===== config.mk =====
export PLATFORM = sky130hd
export DESIGN_NAME = sdw_engine
export DESIGN_NICKNAME = d
export VERILOG_FILES = /design/src/design/sdw_pkg.sv /design/src/design/sdw_engine.sv /design/src/design/sdw_fifo.sv
export SDC_FILE = /design/constraint.sdc
export NUM_CORES = 1
export LEC_CHECK = 0
export ABC_AREA = 0
export BUFFER_PORTS_ARGS = -buffer_cell sky130_fd_sc_hd__buf_4
export CAP_MARGIN = 40
export CORE_MARGIN = 4
export CORE_UTILIZATION = 40
export DETAILED_ROUTE_END_ITERATION = 10
export GPL_ROUTABILITY_DRIVEN = 1
export GPL_TIMING_DRIVEN = 0
export SLEW_MARGIN = 5
export SYNTH_ARGS = -nofsm -noshare
export SYNTH_HDL_FRONTEND = slang
export SYNTH_SLANG_ARGS = --single-unit

===== constraint.sdc =====
create_clock -name mclk -period 5.8 [get_ports mclk]
set_input_delay 0 -clock mclk [delete_from_list [all_inputs] [get_ports mclk]]
set_output_delay 0 -clock mclk [all_outputs]
set_load 0.05 [all_outputs]

===== src/design/sdw_pkg.sv =====
// Constants, types and command codes for the synchronous DRAM write/precharge engine.
// Assumes a single 50 MHz clock and that the controller keeps its own timing rules.
package sdw_pkg;
    localparam int CLK_PERIOD_NS  = 20;
    localparam int T_WR_NS        = 15;
    localparam int T_RAS_NS       = 42;
    localparam int WR_CYC_RAW     = (T_WR_NS + CLK_PERIOD_NS - 1) / CLK_PERIOD_NS;
    localparam int WR_CYC         = (WR_CYC_RAW < 1) ? 1 : WR_CYC_RAW;
    localparam int RAS_CYC        = (T_RAS_NS + CLK_PERIOD_NS - 1) / CLK_PERIOD_NS;
    localparam int COL_W          = 10;
    localparam int DQ_W           = 16;
    localparam int DM_W           = 2;
    localparam logic [2:0] BL_FULL = 3'h7;
    localparam logic [3:0] RST_OPEN = 4'h0;

    typedef enum logic [2:0] {
        SDW_CMD_NOP   = 3'b000,
        SDW_CMD_ACT   = 3'b001,
        SDW_CMD_RD    = 3'b010,
        SDW_CMD_WR    = 3'b011,
        SDW_CMD_PRE   = 3'b100,
        SDW_CMD_STOP  = 3'b101
    } sdw_cmd_t;

    typedef struct packed {
        sdw_cmd_t          cmd;
        logic [1:0]        bank;
        logic              prech_sel;
        logic [COL_W-1:0]  col;
    } sdw_req_t;

    typedef struct packed {
        logic [1:0]        bank;
        logic [COL_W-1:0]  col;
        logic [DM_W-1:0]   mask;
        logic [DQ_W-1:0]   data;
    } sdw_wr_t;

    function automatic logic [7:0] sdw_bl_len(input logic [2:0] bl);
        case (bl)
            3'h0:    sdw_bl_len = 8'h01;
            3'h1:    sdw_bl_len = 8'h02;
            3'h2:    sdw_bl_len = 8'h04;
            3'h3:    sdw_bl_len = 8'h08;
            default: sdw_bl_len = 8'h00;
        endcase
    endfunction : sdw_bl_len
endpackage : sdw_pkg


===== src/design/sdw_engine.sv =====
// Write-side engine of a synchronous DRAM: bursts, truncation, precharge, auto precharge.
// Assumes commands arrive on mclk from logic in the same domain; array writes leave via a FIFO.
`timescale 1ns/1ns
module sdw_engine
    import sdw_pkg::*;
#(
    parameter int FIFO_DEPTH = 8
) (
    // Clock and reset
    input  wire logic             mclk,
    input  wire logic             srst,
    // Command, address, mask and write data
    input  wire sdw_req_t         req,
    input  wire logic [DQ_W-1:0]  wr_data,
    input  wire logic [DM_W-1:0]  byte_mask,
    // Mode settings
    input  wire logic [2:0]       burst_len,
    input  wire logic             write_burst_mode_bit,
    // Array write stream
    output logic                  arr_valid,
    input  wire logic             arr_ready,
    output sdw_wr_t               arr_word,
    // Status
    output logic [3:0]            bank_open,
    output logic                  burst_busy,
    output logic                  dq_oe,
    output logic                  in_stall
);
    // Burst tracking for the write in flight.
    logic [1:0]       wb_bank;
    logic [COL_W-1:0] wb_col;
    logic [7:0]       wb_left;
    logic             wb_full;
    logic             wb_auto;
    logic             wb_act;
    // Pending auto precharge per bank with its own countdown.
    logic [3:0]       ap_pend;
    logic [7:0]       ap_cnt [4];
    // Cycles since each bank was activated, saturating.
    logic [7:0]       ras_cnt [4];
    // Read burst tracking, only for auto precharge timing.
    logic [1:0]       rb_bank;
    logic [7:0]       rb_left;
    logic             rb_auto;

    wire is_wr   = (req.cmd == SDW_CMD_WR);
    wire is_rd   = (req.cmd == SDW_CMD_RD);
    wire is_pre  = (req.cmd == SDW_CMD_PRE);
    wire is_stop = (req.cmd == SDW_CMD_STOP);
    wire is_act  = (req.cmd == SDW_CMD_ACT);

    wire       bl_cont  = (burst_len == BL_FULL);
    wire [7:0] rd_len   = sdw_bl_len(burst_len);
    // Single-write mode shrinks writes to one column unless full page overrides.
    wire [7:0] wr_len   = (write_burst_mode_bit && !bl_cont) ? 8'h01 : rd_len;
    // Auto precharge only with this command's select line and a finite burst.
    wire       new_auto = req.prech_sel && !bl_cont;

    // The old burst's data element lands unless a write, read or burst stop claims the edge.
    wire keep_old   = wb_act && !is_wr && !is_rd && !is_stop;
    wire wr_element = is_wr || keep_old;
    wire [1:0]       el_bank = is_wr ? req.bank : wb_bank;
    wire [COL_W-1:0] el_col  = is_wr ? req.col : wb_col;
    wire fifo_ready;
    wire push = wr_element && (byte_mask != {DM_W{1'b1}});
    assign in_stall = !fifo_ready;

    // Remaining length after this element, for the burst that owns the next edge.
    wire [7:0] next_left = is_wr ? wr_len - 8'h01 : wb_left - 8'h01;
    wire       next_full = is_wr ? (wr_len == 8'h00) : wb_full;
    wire       next_act  = wr_element && (next_full || next_left != 8'h00);
    wire       burst_end = wr_element && !next_full && next_left == 8'h00;
    wire       next_auto = is_wr ? new_auto : wb_auto;

    sdw_fifo #(
        .WIDTH ($bits(sdw_wr_t)),
        .DEPTH (FIFO_DEPTH)
    ) u_fifo (
        .mclk      (mclk),
        .srst      (srst),
        .in_valid  (push),
        .in_ready  (fifo_ready),
        .in_data   ({el_bank, el_col, byte_mask, wr_data}),
        .out_valid (arr_valid),
        .out_ready (arr_ready),
        .out_data  (arr_word)
    );

    always_ff @(posedge mclk) begin
        if (srst) begin
            wb_act  <= 1'b0;
            wb_bank <= 2'h0;
            wb_col  <= '0;
            wb_left <= 8'h00;
            wb_full <= 1'b0;
            wb_auto <= 1'b0;
        end else begin
            wb_act  <= next_act;
            wb_bank <= el_bank;
            wb_col  <= el_col + 1'b1;
            wb_left <= next_left;
            wb_full <= next_full;
            wb_auto <= next_auto;
        end
    end

    // An auto-precharged write closes after recovery from its own last element, which may
    // be the write command itself, or from the column access that cuts it short.
    wire wr_ap_end  = wr_element && next_auto && burst_end;
    wire wr_ap_intr = wb_act && wb_auto && (is_rd || is_wr);
    wire rd_done    = rb_auto && rb_left == 8'h01;
    wire rd_intr    = rb_auto && rb_left > 8'h01 && (is_rd || is_wr) && req.bank != rb_bank;

    always_ff @(posedge mclk) begin
        if (srst) begin
            rb_left <= 8'h00;
            rb_bank <= 2'h0;
            rb_auto <= 1'b0;
        end else if (is_rd) begin
            rb_left <= bl_cont ? 8'h00 : rd_len;
            rb_bank <= req.bank;
            rb_auto <= new_auto;
        end else begin
            if (rb_left != 8'h00) begin
                rb_left <= rb_left - 8'h01;
            end
            // A read that has handed over its close must not arm it again later,
            // or it would shut a row that was activated afterwards.
            if (rd_done || rd_intr) begin
                rb_auto <= 1'b0;
            end
        end
    end

    always_ff @(posedge mclk) begin
        if (srst) begin
            bank_open <= RST_OPEN;
            ap_pend   <= 4'h0;
            for (int b = 0; b < 4; b++) begin
                ap_cnt[b]  <= 8'h00;
                ras_cnt[b] <= 8'h00;
            end
        end else begin
            for (int b = 0; b < 4; b++) begin
                if (ras_cnt[b] != 8'hFF) begin
                    ras_cnt[b] <= ras_cnt[b] + 8'h01;
                end
                if (ap_pend[b] && ap_cnt[b] != 8'h00) begin
                    ap_cnt[b] <= ap_cnt[b] - 8'h01;
                end
                // Hold the close until the row has been open long enough.
                if (ap_pend[b] && ap_cnt[b] == 8'h00 && ras_cnt[b] >= 8'(RAS_CYC)) begin
                    bank_open[b] <= 1'b0;
                    ap_pend[b]   <= 1'b0;
                end
                if (is_act && req.bank == 2'(b)) begin
                    bank_open[b] <= 1'b1;
                    ras_cnt[b]   <= 8'h00;
                end
                if (is_pre && (req.prech_sel || req.bank == 2'(b))) begin
                    bank_open[b] <= 1'b0;
                    ap_pend[b]   <= 1'b0;
                end
            end
            if (wr_ap_intr) begin
                ap_pend[wb_bank] <= 1'b1;
                ap_cnt[wb_bank]  <= 8'(WR_CYC - 1);
            end
            if (wr_ap_end) begin
                ap_pend[el_bank] <= 1'b1;
                ap_cnt[el_bank]  <= 8'(WR_CYC - 1);
            end
            if (rd_done || rd_intr) begin
                ap_pend[rb_bank] <= 1'b1;
                ap_cnt[rb_bank]  <= 8'h00;
            end
        end
    end

    always_ff @(posedge mclk) begin
        if (srst) begin
            burst_busy <= 1'b0;
            dq_oe      <= 1'b0;
        end else begin
            burst_busy <= next_act;
            dq_oe      <= 1'b0;
        end
    end

    stop_discard_a: assert property (@(posedge mclk) disable iff (srst)
        is_stop |-> !push)
        else $error("Element pushed with burst stop.");
    read_ignore_a: assert property (@(posedge mclk) disable iff (srst)
        is_rd |-> !push ##1 !burst_busy)
        else $error("Write data taken at read.");
    mask_block_a: assert property (@(posedge mclk) disable iff (srst)
        (byte_mask == {DM_W{1'b1}}) |-> !push)
        else $error("Fully masked element stored.");
    single_mode_a: assert property (@(posedge mclk) disable iff (srst)
        (is_wr && write_burst_mode_bit && !bl_cont) |=> !burst_busy)
        else $error("Single write mode ran a burst.");
    wr_first_a: assert property (@(posedge mclk) disable iff (srst)
        (is_wr && byte_mask == '0) |-> push)
        else $error("First write element lost.");
    pre_all_a: assert property (@(posedge mclk) disable iff (srst)
        (is_pre && req.prech_sel) |=> bank_open == 4'h0)
        else $error("Precharge all left a bank open.");
    full_page_a: assert property (@(posedge mclk) disable iff (srst)
        (is_wr && bl_cont) |=> burst_busy && !wb_auto)
        else $error("Full page burst ended or set auto.");
    ras_lock_a: assert property (@(posedge mclk) disable iff (srst)
        (is_act && req.bank == 2'h0) |=> bank_open[0] [*3])
        else $error("Row closed before minimum active time.");
    done_idle_a: assert property (@(posedge mclk) disable iff (srst)
        (burst_end && !is_wr) |=> !burst_busy && !dq_oe)
        else $error("Burst kept running after last element.");
endmodule : sdw_engine


===== src/design/sdw_fifo.sv =====
// Synchronous FIFO with valid/ready on both sides.
// Assumes one clock and a synchronous active-high reset.
`timescale 1ns/1ns
module sdw_fifo #(
    parameter int WIDTH = 8,
    parameter int DEPTH = 8
) (
    // Clock and reset
    input  wire logic             mclk,
    input  wire logic             srst,
    // Fill side
    input  wire logic             in_valid,
    output logic                  in_ready,
    input  wire logic [WIDTH-1:0] in_data,
    // Drain side
    output logic                  out_valid,
    input  wire logic             out_ready,
    output logic [WIDTH-1:0]      out_data
);
    localparam int AW = $clog2(DEPTH);
    logic [WIDTH-1:0] mem [DEPTH];
    logic [AW-1:0]    wp;
    logic [AW-1:0]    rp;
    logic [AW:0]      cnt;
    wire push = in_valid && in_ready;
    wire pop  = out_valid && out_ready;
    assign in_ready  = (cnt != (AW+1)'(DEPTH));
    assign out_valid = (cnt != '0);
    assign out_data  = mem[rp];

    always_ff @(posedge mclk) begin
        if (push) begin
            mem[wp] <= in_data;
        end
    end

    always_ff @(posedge mclk) begin
        if (srst) begin
            wp  <= '0;
            rp  <= '0;
            cnt <= '0;
        end else begin
            if (push) begin
                wp <= (wp == AW'(DEPTH-1)) ? '0 : wp + 1'b1;
            end
            if (pop) begin
                rp <= (rp == AW'(DEPTH-1)) ? '0 : rp + 1'b1;
            end
            cnt <= cnt + (AW+1)'(push) - (AW+1)'(pop);
        end
    end
endmodule : sdw_fifo


# Word-level counts from Yosys, hierarchy flattened

Memories as Yosys holds them, arrays and structs flattened. A register that Yosys moved wholly into a read port is not among the register bits.
Index checks and enable logic that the tools add are counted.

$add $sub $neg: 16
Magnitude comparators: 11
Equal/unequal tests: 22
Muxes and demuxes: 108
Bitwise logic cells: 15
Reduce and logical (&&, ||, !) cells: 81

Operator list:

| operator              | number |
|---|---|
| $mux 8                | 17 |
| $mux 1                | 76 |
| $sub 8x1->8 const B   | 7 |
| $logic_not 8->1       | 6 |
| $reduce_bool 8->1     | 6 |
| $logic_and 1x1->1     | 42 |
| $add 8x1->8 const B   | 4 |
| $ge 8x2->1 const B    | 4 |
| $ne 8x8->1 const B    | 4 |
| $mux 4                | 5 |
| $pmux 4 s4            | 1 |
| $eq 3x3->1 const B    | 5 |
| $eq 3x2->1 const B    | 4 |
| $mux 3                | 4 |
| $or 1x1->1            | 12 |
| $or 4x4->4            | 3 |
| $reduce_bool 2->1     | 6 |
| $add 10x1->10 const B | 1 |
| $mux 10               | 1 |
| $lt 2x3->1 const B    | 3 |
| $eq 8x1->1 const B    | 1 |
| $gt 8x1->1 const B    | 1 |
| $logic_or 1x1->1      | 8 |
| $reduce_or 2->1       | 4 |
| 16 further kinds      | 28 |

Flip-flop bits (word level): 52
Bits in writable memories: 304
Input bits: 41
Output and inout port bits: 38
Logic and storage cells: 273
Memories kept: 3

Memories:

| name       | depth | bits a word | rd ports | clocked after memory_dff | write ports | RTL line         | RTL |
|---|---|---|---|---|---|---|---|
| u_fifo.mem | 8     | 30          | 1        | 1                        | 1           | sdw_fifo.sv:21   | `logic [WIDTH-1:0] mem [DEPTH];` |
| ap_cnt     | 4     | 8           | 4        | 0                        | 7           | sdw_engine.sv:38 | `logic [7:0] ap_cnt [4];` |
| ras_cnt    | 4     | 8           | 4        | 0                        | 4           | sdw_engine.sv:40 | `logic [7:0] ras_cnt [4];` |

# Longest topological paths before layout

Gate-level depths: netlist of run 1.
An unclocked memory read counts as a cell.

Depth after elaboration: 15
Depth in mapped cells: 14
Mapped depth without buffers: 12

# Cells and area by module

From an unflattened synthesis of run 1, not the netlist that was laid out.

Cell total of the unflattened synthesis: 1102
Area, all modules: 15941.5 µm²

Modules (own cells, without submodules):

| module     | instances | cells an instance | area each (µm²) | sequential area each (µm²) |
|---|---|---|---|---|
| sdw_fifo   | 1         | 428               | 9944.5          | 7467.2 |
| sdw_engine | 1         | 674               | 5997.0          | 2442.3 |

# Worst setup path after synthesis of run 1

OpenSTA, ideal clock, no wires.

Path kind: reg2reg
From: reg burst_busy (netlist name)
To: mem u_fifo.mem[1][0] in the netlist's numbering, enable pin
Library setup time: 0.461 ns
Arrival: 4.088 ns
Data required time: 5.339 ns
Setup slack: 1.251 ns
Stages on the path, launching flop included: 6
Path buffers: 0
Clock period less this slack: 4.549 ns
Path through: dfxtp_1 > a21boi_0 > or3_1 > a211oi_2 > nand2b_1 > nor3b_1

RTL lines:

| what          | RTL line |
|---|---|
| end, declared | sdw_fifo.sv:21 |

==> flow_summary_export.csv, run 1 <==
group,metric,value,unit
routing,drt-initial-drc-count,513,
floorplan,die_h,204,microns
worst_setup_path,timing.reg2reg.worst_path_depth,7,
power_and_ir_drop,power.combinational.fraction,22.5,%
logic_synthesis,post_synth_instance_area,15400,sq um
logic_synthesis,synth-edff-count,272,
run_status,outcome,"finished, final reports clean",
logic_synthesis,postSynthNetCount,1133,
power_and_ir_drop,net-switching-power,1890,uW
floorplan,std_cell_rows,71,
place,detailedPlacementHpwl,22.0,mm
power_and_ir_drop,power.ir.vdd_worst,0.000185,V
timing,maxSlewViolCount,0,
timing,tightest_slew,867,ps
timing,layout_min_cycle_time,3430,ps
timing,fin_tns_setup,0,ps
timing,hold-worst-slack,40.1,ps
routing,route.vias.total,9201,
layout,n_antenna_cell,0,
clock_tree,cts.htree.levels,2,
timing,grt_setup_unrepaired,"false",
routing,remaining_drc_errors,0,
worst_hold_path,worstHoldStart,"req[1]",
grt,groute.usage.overall,15.8,%
grt,grt_first_pass_wirelength,52.1,mm
grt,antenna_found_initial,0,
logic_synthesis,postSynthRegisterBits,359,
timing,layout_worst_path_cycle_share,59.2,%
logic_synthesis,post_synth.cell_area_avg,14.5,sq um
timing,fin_worst_skew,15.2,ps
layout,final_cell_area,18500,sq um
clock_tree,worst_case_clock_buffer_depth,3,
timing,setup_violations,0,
clock_tree,insertion_delay,530,ps
layout,synthToLayoutAreaGrowth,20.1,%
floorplan,boundaryPins,79,
clock_tree,post_cts.repair.setup_buffers,0,
worst_hold_path,holdPathEnd,"u_fifo.mem[0][19]",
place,placed_cell_area,17000,sq um
place,dp_cells,1681,
floorplan,die_area,41700,sq um
grt,pin_count_of_the_biggest_net_entering_global_routing,17,
floorplan,start_util,40.7,%
worst_setup_path,start_kind,"register",
worst_setup_path,timing.rr.end,"u_fifo.mem[6][3]",
clock_tree,cts_sinks,359,
place,finalWeightedCongestion,0.828,
worst_setup_path,worstPathArrival,3660,ps
worst_hold_path,timing.hold.worst.class,"in -> reg",
logic_synthesis,synth-async-reset-ratio,0,%
timing,hold_viol,0,
worst_setup_path,timing.critical_path.cells,"a21boi_0 > or3_1 > a211oi_2 > nand2_1 > nor3b_2 > buf_4 > buf_8",
routing,detailedRoute.firstPassIterationCount,5,
grt,grt_remaining_overflow,0,
worst_setup_path,critical_path.max_stage_delay,760,ps
logic_synthesis,most_used_dff_post_synth,"edfxtp_1",
worst_setup_path,startpoint_of_the_most_critical_register_to_register_path,"burst_busy",
power_and_ir_drop,power_density_over_the_cells,361,nW/um^2
clock_tree,tritoncts,"yes",
timing,fmax,0.291,GHz
logic_synthesis,synthCells,1064,
layout,drive_gt1_share,21.8,%
power_and_ir_drop,internal-power,4780,uW
logic_synthesis,yosysTopAreaCell,"edfxtp_1",
power_and_ir_drop,switching_share,28.4,%
grt,grt_pass1_vias,9250,
worst_setup_path,critical_path_class,"reg -> reg",
clock_tree,cts_inserted_buffers,39,
logic_synthesis,yosys_warn_count,0,
routing,routedWlPerCell,18.3,microns
timing,remaining_max_slew_budget_at_the_tightest_pin,41.4,%
worst_hold_path,hold-path-cell-count,3,
routing,via_per_inst,5.14,
layout,final_nets,1317,
power_and_ir_drop,leakagePower,0.00641,uW
worst_setup_path,worst_ep_required_time,6030,ps
power_and_ir_drop,pwr-share-seq,44.0,%
worst_setup_path,crit_path_max_fanout,9,
worst_setup_path,regToRegSetupSlack,2370,ps
routing,drt_wl_total,32.8,mm
power_and_ir_drop,power.clock.fraction,33.5,%
logic_synthesis,synth-seq-area-share,64.4,%
layout,final_cell_count_no_fill,1789,
logic_synthesis,synthDominantCellAreaShare,53.1,%
flow_run,timing.max_cap.violations,0,
floorplan,floorplan.die.width,204,microns
logic_synthesis,number_of_distinct_library_cells_after_synthesis,64,
clock_tree,clkSlewWorstSetupHoldPaths,60,ps
clock_tree,ctsRootBufferMaster,"clkbuf_16",
place,portBuffers,75,
worst_setup_path,crit_slowest_cell,"nor3b_2",
floorplan,core-area,37800,sq um
routing,drtAntennaViolNets,0,
worst_setup_path,setup.worst_path.end_class,"register",
logic_synthesis,post_synth_main_area_contributors,"edfxtp_1 (53%), dfxtp_1 (11%), mux4_2 (8.8%)",
## cell families after synthesis
family                     count (synthesis)  share of synthesized area (%)
DFF                                      359                           64.4
and+or+nand+nor                          353                           12.2
muxes                                    107                           12.1
AOI/OAI and AO/OA                         81                           3.48
buffers and inverters                     73                           1.88
xor gates and xnor gates                  62                           3.53
adders and majority gates                 28                           2.33
other                                      1                         0.0244
## worst max-delay path: cells and delay by family, from the launching register on
family | cells | cell delay [ps]
AO/OA/AOI/OAI | 2 | 670
buffers and inverters | 2 | 510
AND/OR/NAND/NOR | 3 | 1530
flip-flops | 1 | 420
## Yosys cell counts (all sizes together) (27+ instances only)
library cell  instances
ha                   27
nand3                33
xnor2                37
edfxtp              272
dfxtp                87
inv                  34
mux2                 35
mux4                 60
nand2                67
nor2                 99
nor4b                30
a21oi                34
## final cells by class
type	count	area (sq um)
buffer	39	161
clock buffer	53	1050
clock inverter	18	97.6
fill	3260	19300
inverter	34	128
multi-input combinational	632	5230
sequential	359	9910
tap	511	639
timing repair buffer	143	1260
## registers in the layout, summed over array words and instances (netlist names), 4 cells and up, named ones only
register / flops
u_fifo.mem: 240
ras_cnt: 32
ap_cnt: 32
rb_left: 8
bank_open: 4
wb_col: 10
u_fifo.cnt: 4
wb_left: 8
ap_pend: 4
## timing repair
action | in CTS | in global routing
resized for setup | 0 | 0
hold buffers | 37 | 0
hold endpoints to repair | 183 | 0
## cell usage in the layout (no fill, tap or decap), types with 5 or more instances in the layout
cell type / count
mux2i_1: 12
mux4_2: 60
or3_1: 9
nor4_1: 15
xnor2_1: 37
clkbuf_16: 40
dlygate4sd3_1: 37
nand2b_1: 13
buf_1: 8
nor2_1: 97
a31oi_1: 9
dfxtp_1: 87
a21oi_1: 33
xor2_1: 25
edfxtp_1: 272
buf_4: 94
inv_1: 34
nor3_1: 23
buf_6: 8
nor4b_1: 27
nor2b_1: 9
nand3_1: 32
and2_1: 6
o21ai_0: 8
clkbuf_1: 39
clkinv_1: 12
mux2_2: 35
ha_1: 27
nor3b_1: 5
nand2_1: 67
and3_1: 14
or2_2: 5
## stage by stage
| stage | setup slack (ps) | utilization, % | power [uW] |
|---|---|---|---|
| floorplan | 1250 | - | 4050 |
| CTS | 2330 | 48.9 | 6750 |
| global route | 2180 | 48.9 | 7000 |
| global placement | -1060 | 43.9 | 4420 |
| finish | 2370 | 48.9 | 6670 |
| detailed placement | 2360 | 44.9 | 4480 |
## routing by layer
| metal | track usage (%) | vias to the layer above | share of wire, % |
|---|---|---|---|
| met3 | 2.68 | 42 | 4.5 |
| li1 | - | 4407 | - |
| met2 | 26.7 | 176 | 49 |
| met5 | 0 | - | 0 |
| met1 | 21.5 | 4576 | 45 |
| met4 | 3.61 | 0 | 1.6 |
## worst max path at each step
stage | from | to | slack [ps]
floorplan | burst_busy | u_fifo.mem[1][0] | 1250
global placement | burst_busy | u_fifo.mem[4][1] | -1060
detailed placement | burst_busy | u_fifo.mem[6][1] | 2360
CTS | burst_busy | u_fifo.mem[6][3] | 2330
global route | burst_busy | u_fifo.mem[6][24] | 2180
finish | burst_busy | u_fifo.mem[6][3] | 2370
## power by group through the flow
stage          Combinational (uW)  Clock [uW]  Sequential, uW
2_1_floorplan                1080           0            2980
5_1_grt                      1640        2420            2940
3_3_place_gp                 1430           0            2990
6_report                     1500        2230            2930
3_5_place_dp                 1500           0            2990
4_1_cts                      1520        2300            2930
Power figures use the tool's default switching activity.
==> run 2, diff against run 1 <==
--- a/config.mk
+++ b/config.mk
@@ -5,7 +5,7 @@
 export SDC_FILE = /design/constraint.sdc
 export NUM_CORES = 1
 export LEC_CHECK = 0
-export ABC_AREA = 0
+export ABC_AREA = 1
 export BUFFER_PORTS_ARGS = -buffer_cell sky130_fd_sc_hd__buf_4
 export CAP_MARGIN = 40
 export CORE_MARGIN = 4
==> constraint.sdc (replaced) <==
create_clock -name mclk -period 3.6 [get_ports mclk]
set_input_delay 0 -clock mclk [delete_from_list [all_inputs] [get_ports mclk]]
set_output_delay 0 -clock mclk [all_outputs]
set_load 0.05 [all_outputs]
==> flow_summary_export.csv, run 2 <==
group,metric,value,unit
routing,via_per_inst,5.02,
worst_setup_path,setup.worst_path.end_class,"primary output",
grt,grt_use_met2,28.4,%
logic_synthesis,postSynthRegisterBits,359,
clock_tree,ctsRootBufferMaster,"clkbuf_16",
layout,final_cell_mix,"nor2_1 (326), edfxtp_1 (272), o21ai_0 (165)",
place,portBuffers,76,
layout,synthToLayoutAreaGrowth,20.3,%
layout,num-fill-cells,3521,
timing,fmax,0.350,GHz
worst_setup_path,critical_path_class,"reg -> out",
power_and_ir_drop,power.ir.vdd_worst,0.000331,V
floorplan,die_area,43100,sq um
grt,grt_pass1_vias,11200,
grt,use_met3,3.58,%
flow_run,timing.max_cap.violations,0,
logic_synthesis,post_synth_instance_area,15900,sq um
logic_synthesis,synth-edff-count,272,
logic_synthesis,synthMostInstantiatedCell,"nor2_1",
clock_tree,tritoncts,"yes",
timing,layout_min_cycle_time,2860,ps
logic_synthesis,synthCells,1569,
routing,drt_wl_total,36.8,mm
timing,maxSlewViolCount,0,
layout,drive_gt1_share,13.7,%
grt,globalRoute.busiestLayer,"met2",
layout,final_nets,1809,
clock_tree,clkSlewWorstSetupHoldPaths,60,ps
timing,hold_viol,0,
floorplan,boundaryPins,79,
layout,final_cell_count_no_fill,2288,
floorplan,core-area,39000,sq um
layout,largest_reg_flops,240,
floorplan,floorplan.die.width,208,microns
place,dp_cells,2171,
logic_synthesis,netlist_top_cells_count,"nor2_1 (334), edfxtp_1 (272), o21ai_0 (165)",
clock_tree,cts_inserted_buffers,39,
timing,remaining_max_slew_budget_at_the_tightest_pin,53.2,%
routing,routedWlPerCell,16.1,microns
clock_tree,insertion_delay,550,ps
layout,registers.top_by_ff_count,"u_fifo.mem",
clock_tree,cts-resized-gates,0,
layout,seq_cell_area,9910,sq um
worst_setup_path,timing.reg2reg.worst_path_depth,9,
worst_hold_path,holdPathEnd,"wb_col[5]",
timing,setup_violations,0,
worst_setup_path,crit_path_max_fanout,10,
logic_synthesis,postSynthNetCount,1638,
timing,grt_setup_unrepaired,"false",
layout,multiInputGateArea,5280,sq um
routing,drtAntennaViolNets,0,
logic_synthesis,yosysTopAreaCell,"edfxtp_1",
run_status,outcome,"finished, final reports clean",
worst_setup_path,worstPathArrival,2860,ps
power_and_ir_drop,leakagePower,0.00714,uW
routing,drt-initial-drc-count,790,
worst_setup_path,start_kind,"register",
logic_synthesis,post_synth_main_area_contributors,"edfxtp_1 (51%), dfxtp_1 (11%), nor2_1 (7.9%)",
clock_tree,cts_sinks,359,
logic_synthesis,synthDominantCellAreaShare,51.2,%
logic_synthesis,most_used_dff_post_synth,"edfxtp_1",
worst_setup_path,regToRegSetupSlack,1020,ps
logic_synthesis,synth-async-reset-ratio,0,%
worst_hold_path,worstHoldStart,"req[4]",
place,dp_slack,980,ps
timing,layout_worst_path_cycle_share,79.4,%
grt,grt_remaining_overflow,0,
grt,grt_first_pass_wirelength,58.7,mm
grt,antenna_found_initial,5,
grt,pin_count_of_the_biggest_net_entering_global_routing,26,
power_and_ir_drop,power_density_over_the_cells,629,nW/um^2
place,finalWeightedCongestion,0.827,
worst_hold_path,timing.hold.worst.class,"in -> reg",
grt,global_route.usage.met1,21.5,%
timing,tightest_slew,702,ps
routing,route.vias.total,11500,
floorplan,die_h,208,microns
worst_setup_path,timing.rr.end,"u_fifo.mem[1][12]",
logic_synthesis,post_synth.cell_area_avg,10.2,sq um
logic_synthesis,number_of_distinct_library_cells_after_synthesis,51,
floorplan,start_util,40.9,%
logic_synthesis,synth-seq-area-share,62.2,%
worst_setup_path,worst_ep_required_time,3600,ps
grt,groute.usage.overall,16.6,%
worst_hold_path,hold-path-cell-count,5,
clock_tree,cts.htree.levels,2,
layout,final_common_cell,"nor2_1",
floorplan,std_cell_rows,72,
timing,fin_worst_skew,13.0,ps
routing,detailedRoute.firstPassIterationCount,9,
worst_setup_path,startpoint_of_the_most_critical_register_to_register_path,"u_fifo.cnt[2]",
layout,reg.largest.list,"u_fifo.mem x240, ap_cnt x32, ras_cnt x32",
place,detailedPlacementHpwl,25.0,mm
clock_tree,worst_case_clock_buffer_depth,3,
timing,fin_worst_setup_slack,743,ps
routing,remaining_drc_errors,0,
logic_synthesis,yosys_warn_count,0,
## run 2: changes by cell type after synthesis, sizes merged, moves of 31 or more
cell | previous run | this run
nand2 | 67 | 148
inv | 34 | 148
nand3 | 33 | 65
xnor2 | 37 | 3
o21ai | 8 | 169
mux2 | 35 | 0
mux4 | 60 | 0
o22ai | 4 | 35
nor2 | 99 | 379
## run 2: metrics by stage
stage                     setup TNS (ps)  area (sq um)  power, uW  hold WS [ps]  utilization (%)
final                                  0         19200      12100          27.0             49.2
after global routing                   0         19200      12700          59.8             49.2
after CTS                              0         19200      12200         0.248             49.1
after detailed placement               0         17400       8070           240             44.7
after global placement           -121310         17200       8010           237             44.0
after floorplan                        0         15900       7030          98.9                -
## run 2: worst max-delay path by stage
stage | slack, ps | cells past startpoint | startpoint | to
2_1_floorplan | 430 | 8 | u_fifo.cnt[2] | u_fifo.mem[1][0]
3_3_place_gp | -650 | 11 | req[15] | u_fifo.mem[1][0]
3_5_place_dp | 980 | 12 | req[15] | u_fifo.mem[3][0]
4_1_cts | 730 | 7 | register | arr_word[19]
5_1_grt | 550 | 8 | register | arr_word[18]
6_report | 740 | 7 | register | arr_word[18]
## run 2: cells by family (layout without fill, tap and decap cells)
group           count (synthesis)  count (layout)  share of synthesized area, %
flops                         359             359                          62.2
compound gates                288             288                          10.0
buf+inv                       209             409                          5.09
xor+xnor                       16              16                         0.879
other cells                     1               2                        0.0235
simple gates                  668             668                          19.6
fa+ha+maj                      28              28                          2.24
## run 2: area by class of cell
cell class / instances / area share [%]
antenna: 1 / 0.0131
buffer: 59 / 1.30
clock buffer: 56 / 5.68
clock inverter: 14 / 1.06
inverter: 150 / 2.94
multi-input combinational: 1001 / 27.5
sequential: 359 / 51.7
tap: 518 / 3.38
timing repair buffer: 130 / 6.41
## run 2: worst max-delay path, cell delays in order, from the launching register on
cell	delay [ps]
dfxtp_1	390
clkbuf_1	400
clkbuf_1	540
nor2_1	110
o22ai_1	180
nor2_1	70
a31oi_1	350
buf_4	280
## run 2: timing repair
item	in CTS	in global routing
endpoints found under the hold margin	184	0
setup buffers	0	0
hold buffers	46	0
## run 2: power by group
| group | internal, uW | switching [uW] | total (uW) | leakage, uW |
|---|---|---|---|---|
| Combinational | 972 | 2340 | 3310 | 0.00324 |
| Clock | 2410 | 1630 | 4040 | 0.000628 |
| Sequential | 4620 | 83.1 | 4700 | 0.00327 |
| Total | 8000 | 4050 | 12100 | 0.00714 |
## run 2: routing by layer
layer,part of all wire [%],up-vias
met5,0.15,-
met4,2.7,8
met3,5.9,76
met2,48,275
met1,43,5382
li1,-,5734
==> run 3, diff against run 2 <==
==> constraint.sdc (replaced) <==
create_clock -name mclk -period 2.5 [get_ports mclk]
set_input_delay 0 -clock mclk [delete_from_list [all_inputs] [get_ports mclk]]
set_output_delay 0 -clock mclk [all_outputs]
set_load 0.05 [all_outputs]
==> flow_summary_export.csv, run 3 (synthesis gave the netlist of run 2 again) <==
group,metric,value,unit
worst_setup_path,setup.worst_path.end_class,"primary output",
power_and_ir_drop,power_density_over_the_cells,892,nW/um^2
worst_setup_path,worst_ep_required_time,2500,ps
worst_setup_path,worstPathArrival,2330,ps
layout,num-fill-cells,3510,
worst_setup_path,critical_path_class,"reg -> out",
power_and_ir_drop,power.combinational.fraction,28.0,%
floorplan,die_area,43100,sq um
timing,fin_worst_skew,29.0,ps
timing,hold_viol,0,
layout,final_nets,1815,
timing,fin_worst_setup_slack,166,ps
place,dp_cells,2171,
layout,final_common_cell,"nor2_1",
timing,layout_min_cycle_time,2330,ps
layout,largest_reg_flops,240,
clock_tree,cts_sinks,359,
power_and_ir_drop,internal-power,11500,uW
clock_tree,clkSlewWorstSetupHoldPaths,60,ps
power_and_ir_drop,net-switching-power,5790,uW
routing,detailedRoute.firstPassIterationCount,5,
timing,tightest_slew,741,ps
power_and_ir_drop,pwr-share-seq,39.3,%
clock_tree,cts_inserted_buffers,40,
routing,routedWlPerCell,16.2,microns
place,detailedPlacementHpwl,25.2,mm
timing,remaining_max_slew_budget_at_the_tightest_pin,50.6,%
clock_tree,tritoncts,"yes",
layout,seq_cell_area,9910,sq um
routing,drtAntennaViolNets,0,
worst_setup_path,start_kind,"register",
floorplan,start_util,40.9,%
routing,drt-initial-drc-count,553,
power_and_ir_drop,leakagePower,0.00727,uW
floorplan,floorplan.die.width,208,microns
power_and_ir_drop,power.ir.vdd_worst,0.000534,V
routing,remaining_drc_errors,0,
grt,pin_count_of_the_biggest_net_entering_global_routing,28,
grt,grt_pass1_vias,11200,
run_status,outcome,"finished, final reports clean",
grt,antenna_found_initial,4,
layout,layout.core_utilization,49.6,%
power_and_ir_drop,p_total,17300,uW
floorplan,core-area,39000,sq um
power_and_ir_drop,power.clock.fraction,32.8,%
place,dp_slack,-163,ps
floorplan,die_h,208,microns
timing,fmax,0.428,GHz
layout,final_cell_count_no_fill,2293,
grt,grt_first_pass_wirelength,58.8,mm
place,portBuffers,76,
routing,route.vias.total,11400,
floorplan,std_cell_rows,72,
clock_tree,worst_case_clock_buffer_depth,3,
grt,groute.usage.overall,16.7,%
timing,maxSlewViolCount,0,
worst_hold_path,timing.hold.worst.class,"in -> reg",
worst_setup_path,crit_path_max_fanout,10,
timing,setup_violations,0,
layout,drive_gt1_share,16.1,%
clock_tree,insertion_delay,550,ps
flow_run,timing.max_cap.violations,0,
layout,final_cell_mix,"nor2_1 (326), edfxtp_1 (272), o21ai_0 (165)",
timing,layout_worst_path_cycle_share,93.4,%
clock_tree,ctsRootBufferMaster,"clkbuf_16",
layout,synthToLayoutAreaGrowth,21.4,%
layout,multiInputGateArea,5320,sq um
routing,drt_wl_total,37.0,mm
layout,reg.largest.list,"u_fifo.mem x240, ap_cnt x32, ras_cnt x32",
floorplan,boundaryPins,79,
layout,registers.top_by_ff_count,"u_fifo.mem",
clock_tree,cts.htree.levels,2,
routing,via_per_inst,4.97,
power_and_ir_drop,switching_share,33.5,%
grt,grt_remaining_overflow,0,
place,finalWeightedCongestion,0.801,
## run 3: cell types whose count changed in the layout (fill, tap and decap cells not counted), moves of 4 or more
cell / before / now
a31oi_1: 31 / 25
a31oi_2: 0 / 6
buf_12: 3 / 8
clkbuf_1: 59 / 30
clkbuf_16: 39 / 43
clkbuf_2: 0 / 18
clkbuf_4: 0 / 5
## run 3: area by class of cell
class	count	share of cell area [%]
clock buffer	55	6.00
clock inverter	15	0.556
buffer	58	1.50
tap	518	3.35
timing repair buffer	136	6.97
sequential	359	51.2
inverter	150	2.91
multi-input combinational	1001	27.5
antenna	1	0.0129
## run 3: path summary, 6_finish.rpt
kind                            cells after the start  slack (ps)          start               end
worst max register to register                      9         260  u_fifo.cnt[2]  u_fifo.mem[5][3]
worst min register to register                      2         460   u_fifo.rp[1]          register
worst min-delay path                                4          50         req[3]         wb_col[4]
worst max-delay path                                7         170       register      arr_word[29]
## run 3: critical path, cell delays in order (launching register included)
cell and delay, ps:
dfxtp_1 400, clkbuf_4 240, clkbuf_4 260, nor2_1 70
nor2_1 100, o21ai_0 150, a31oi_1 320, buf_4 260
## run 3: routing by layer
metal	GRT usage (%)	up-vias	part of all wire, %	wire length (microns)
li1	-	5746	-	-
met1	21.1	5331	42	15700
met2	29.8	241	50	18400
met3	3.16	66	5.6	2070
met4	4.35	6	2.2	805
met5	0	-	0.11	41
## run 3: power groups by stage
stage | Combinational (uW) | Sequential [uW] | Clock [uW]
floorplan | 3270 | 6870 | 0
global placement | 4660 | 6890 | 0
detailed placement | 4740 | 6890 | 0
CTS | 4830 | 6780 | 5800
global route | 5280 | 6800 | 6030
finish | 4830 | 6780 | 5650
## run 3: what timing repair did
action	in CTS	in global routing
endpoints found under the setup margin	92	89
buffers inserted	6	3
endpoints found under the hold margin	182	0
pin swaps	4	3
hold buffers	43	0
gates resized for setup	23	25
cloned	0	0
## run 3: stage by stage
step	hold slack (ps)	area (sq um)	TNS, ps
2_1_floorplan	98.9	16000	-14440
3_3_place_gp	232	17200	-121370
3_5_place_dp	238	17400	-8340
4_1_cts	7.67	19200	0
5_1_grt	85.5	19400	-27.6
6_report	46.5	19400	0
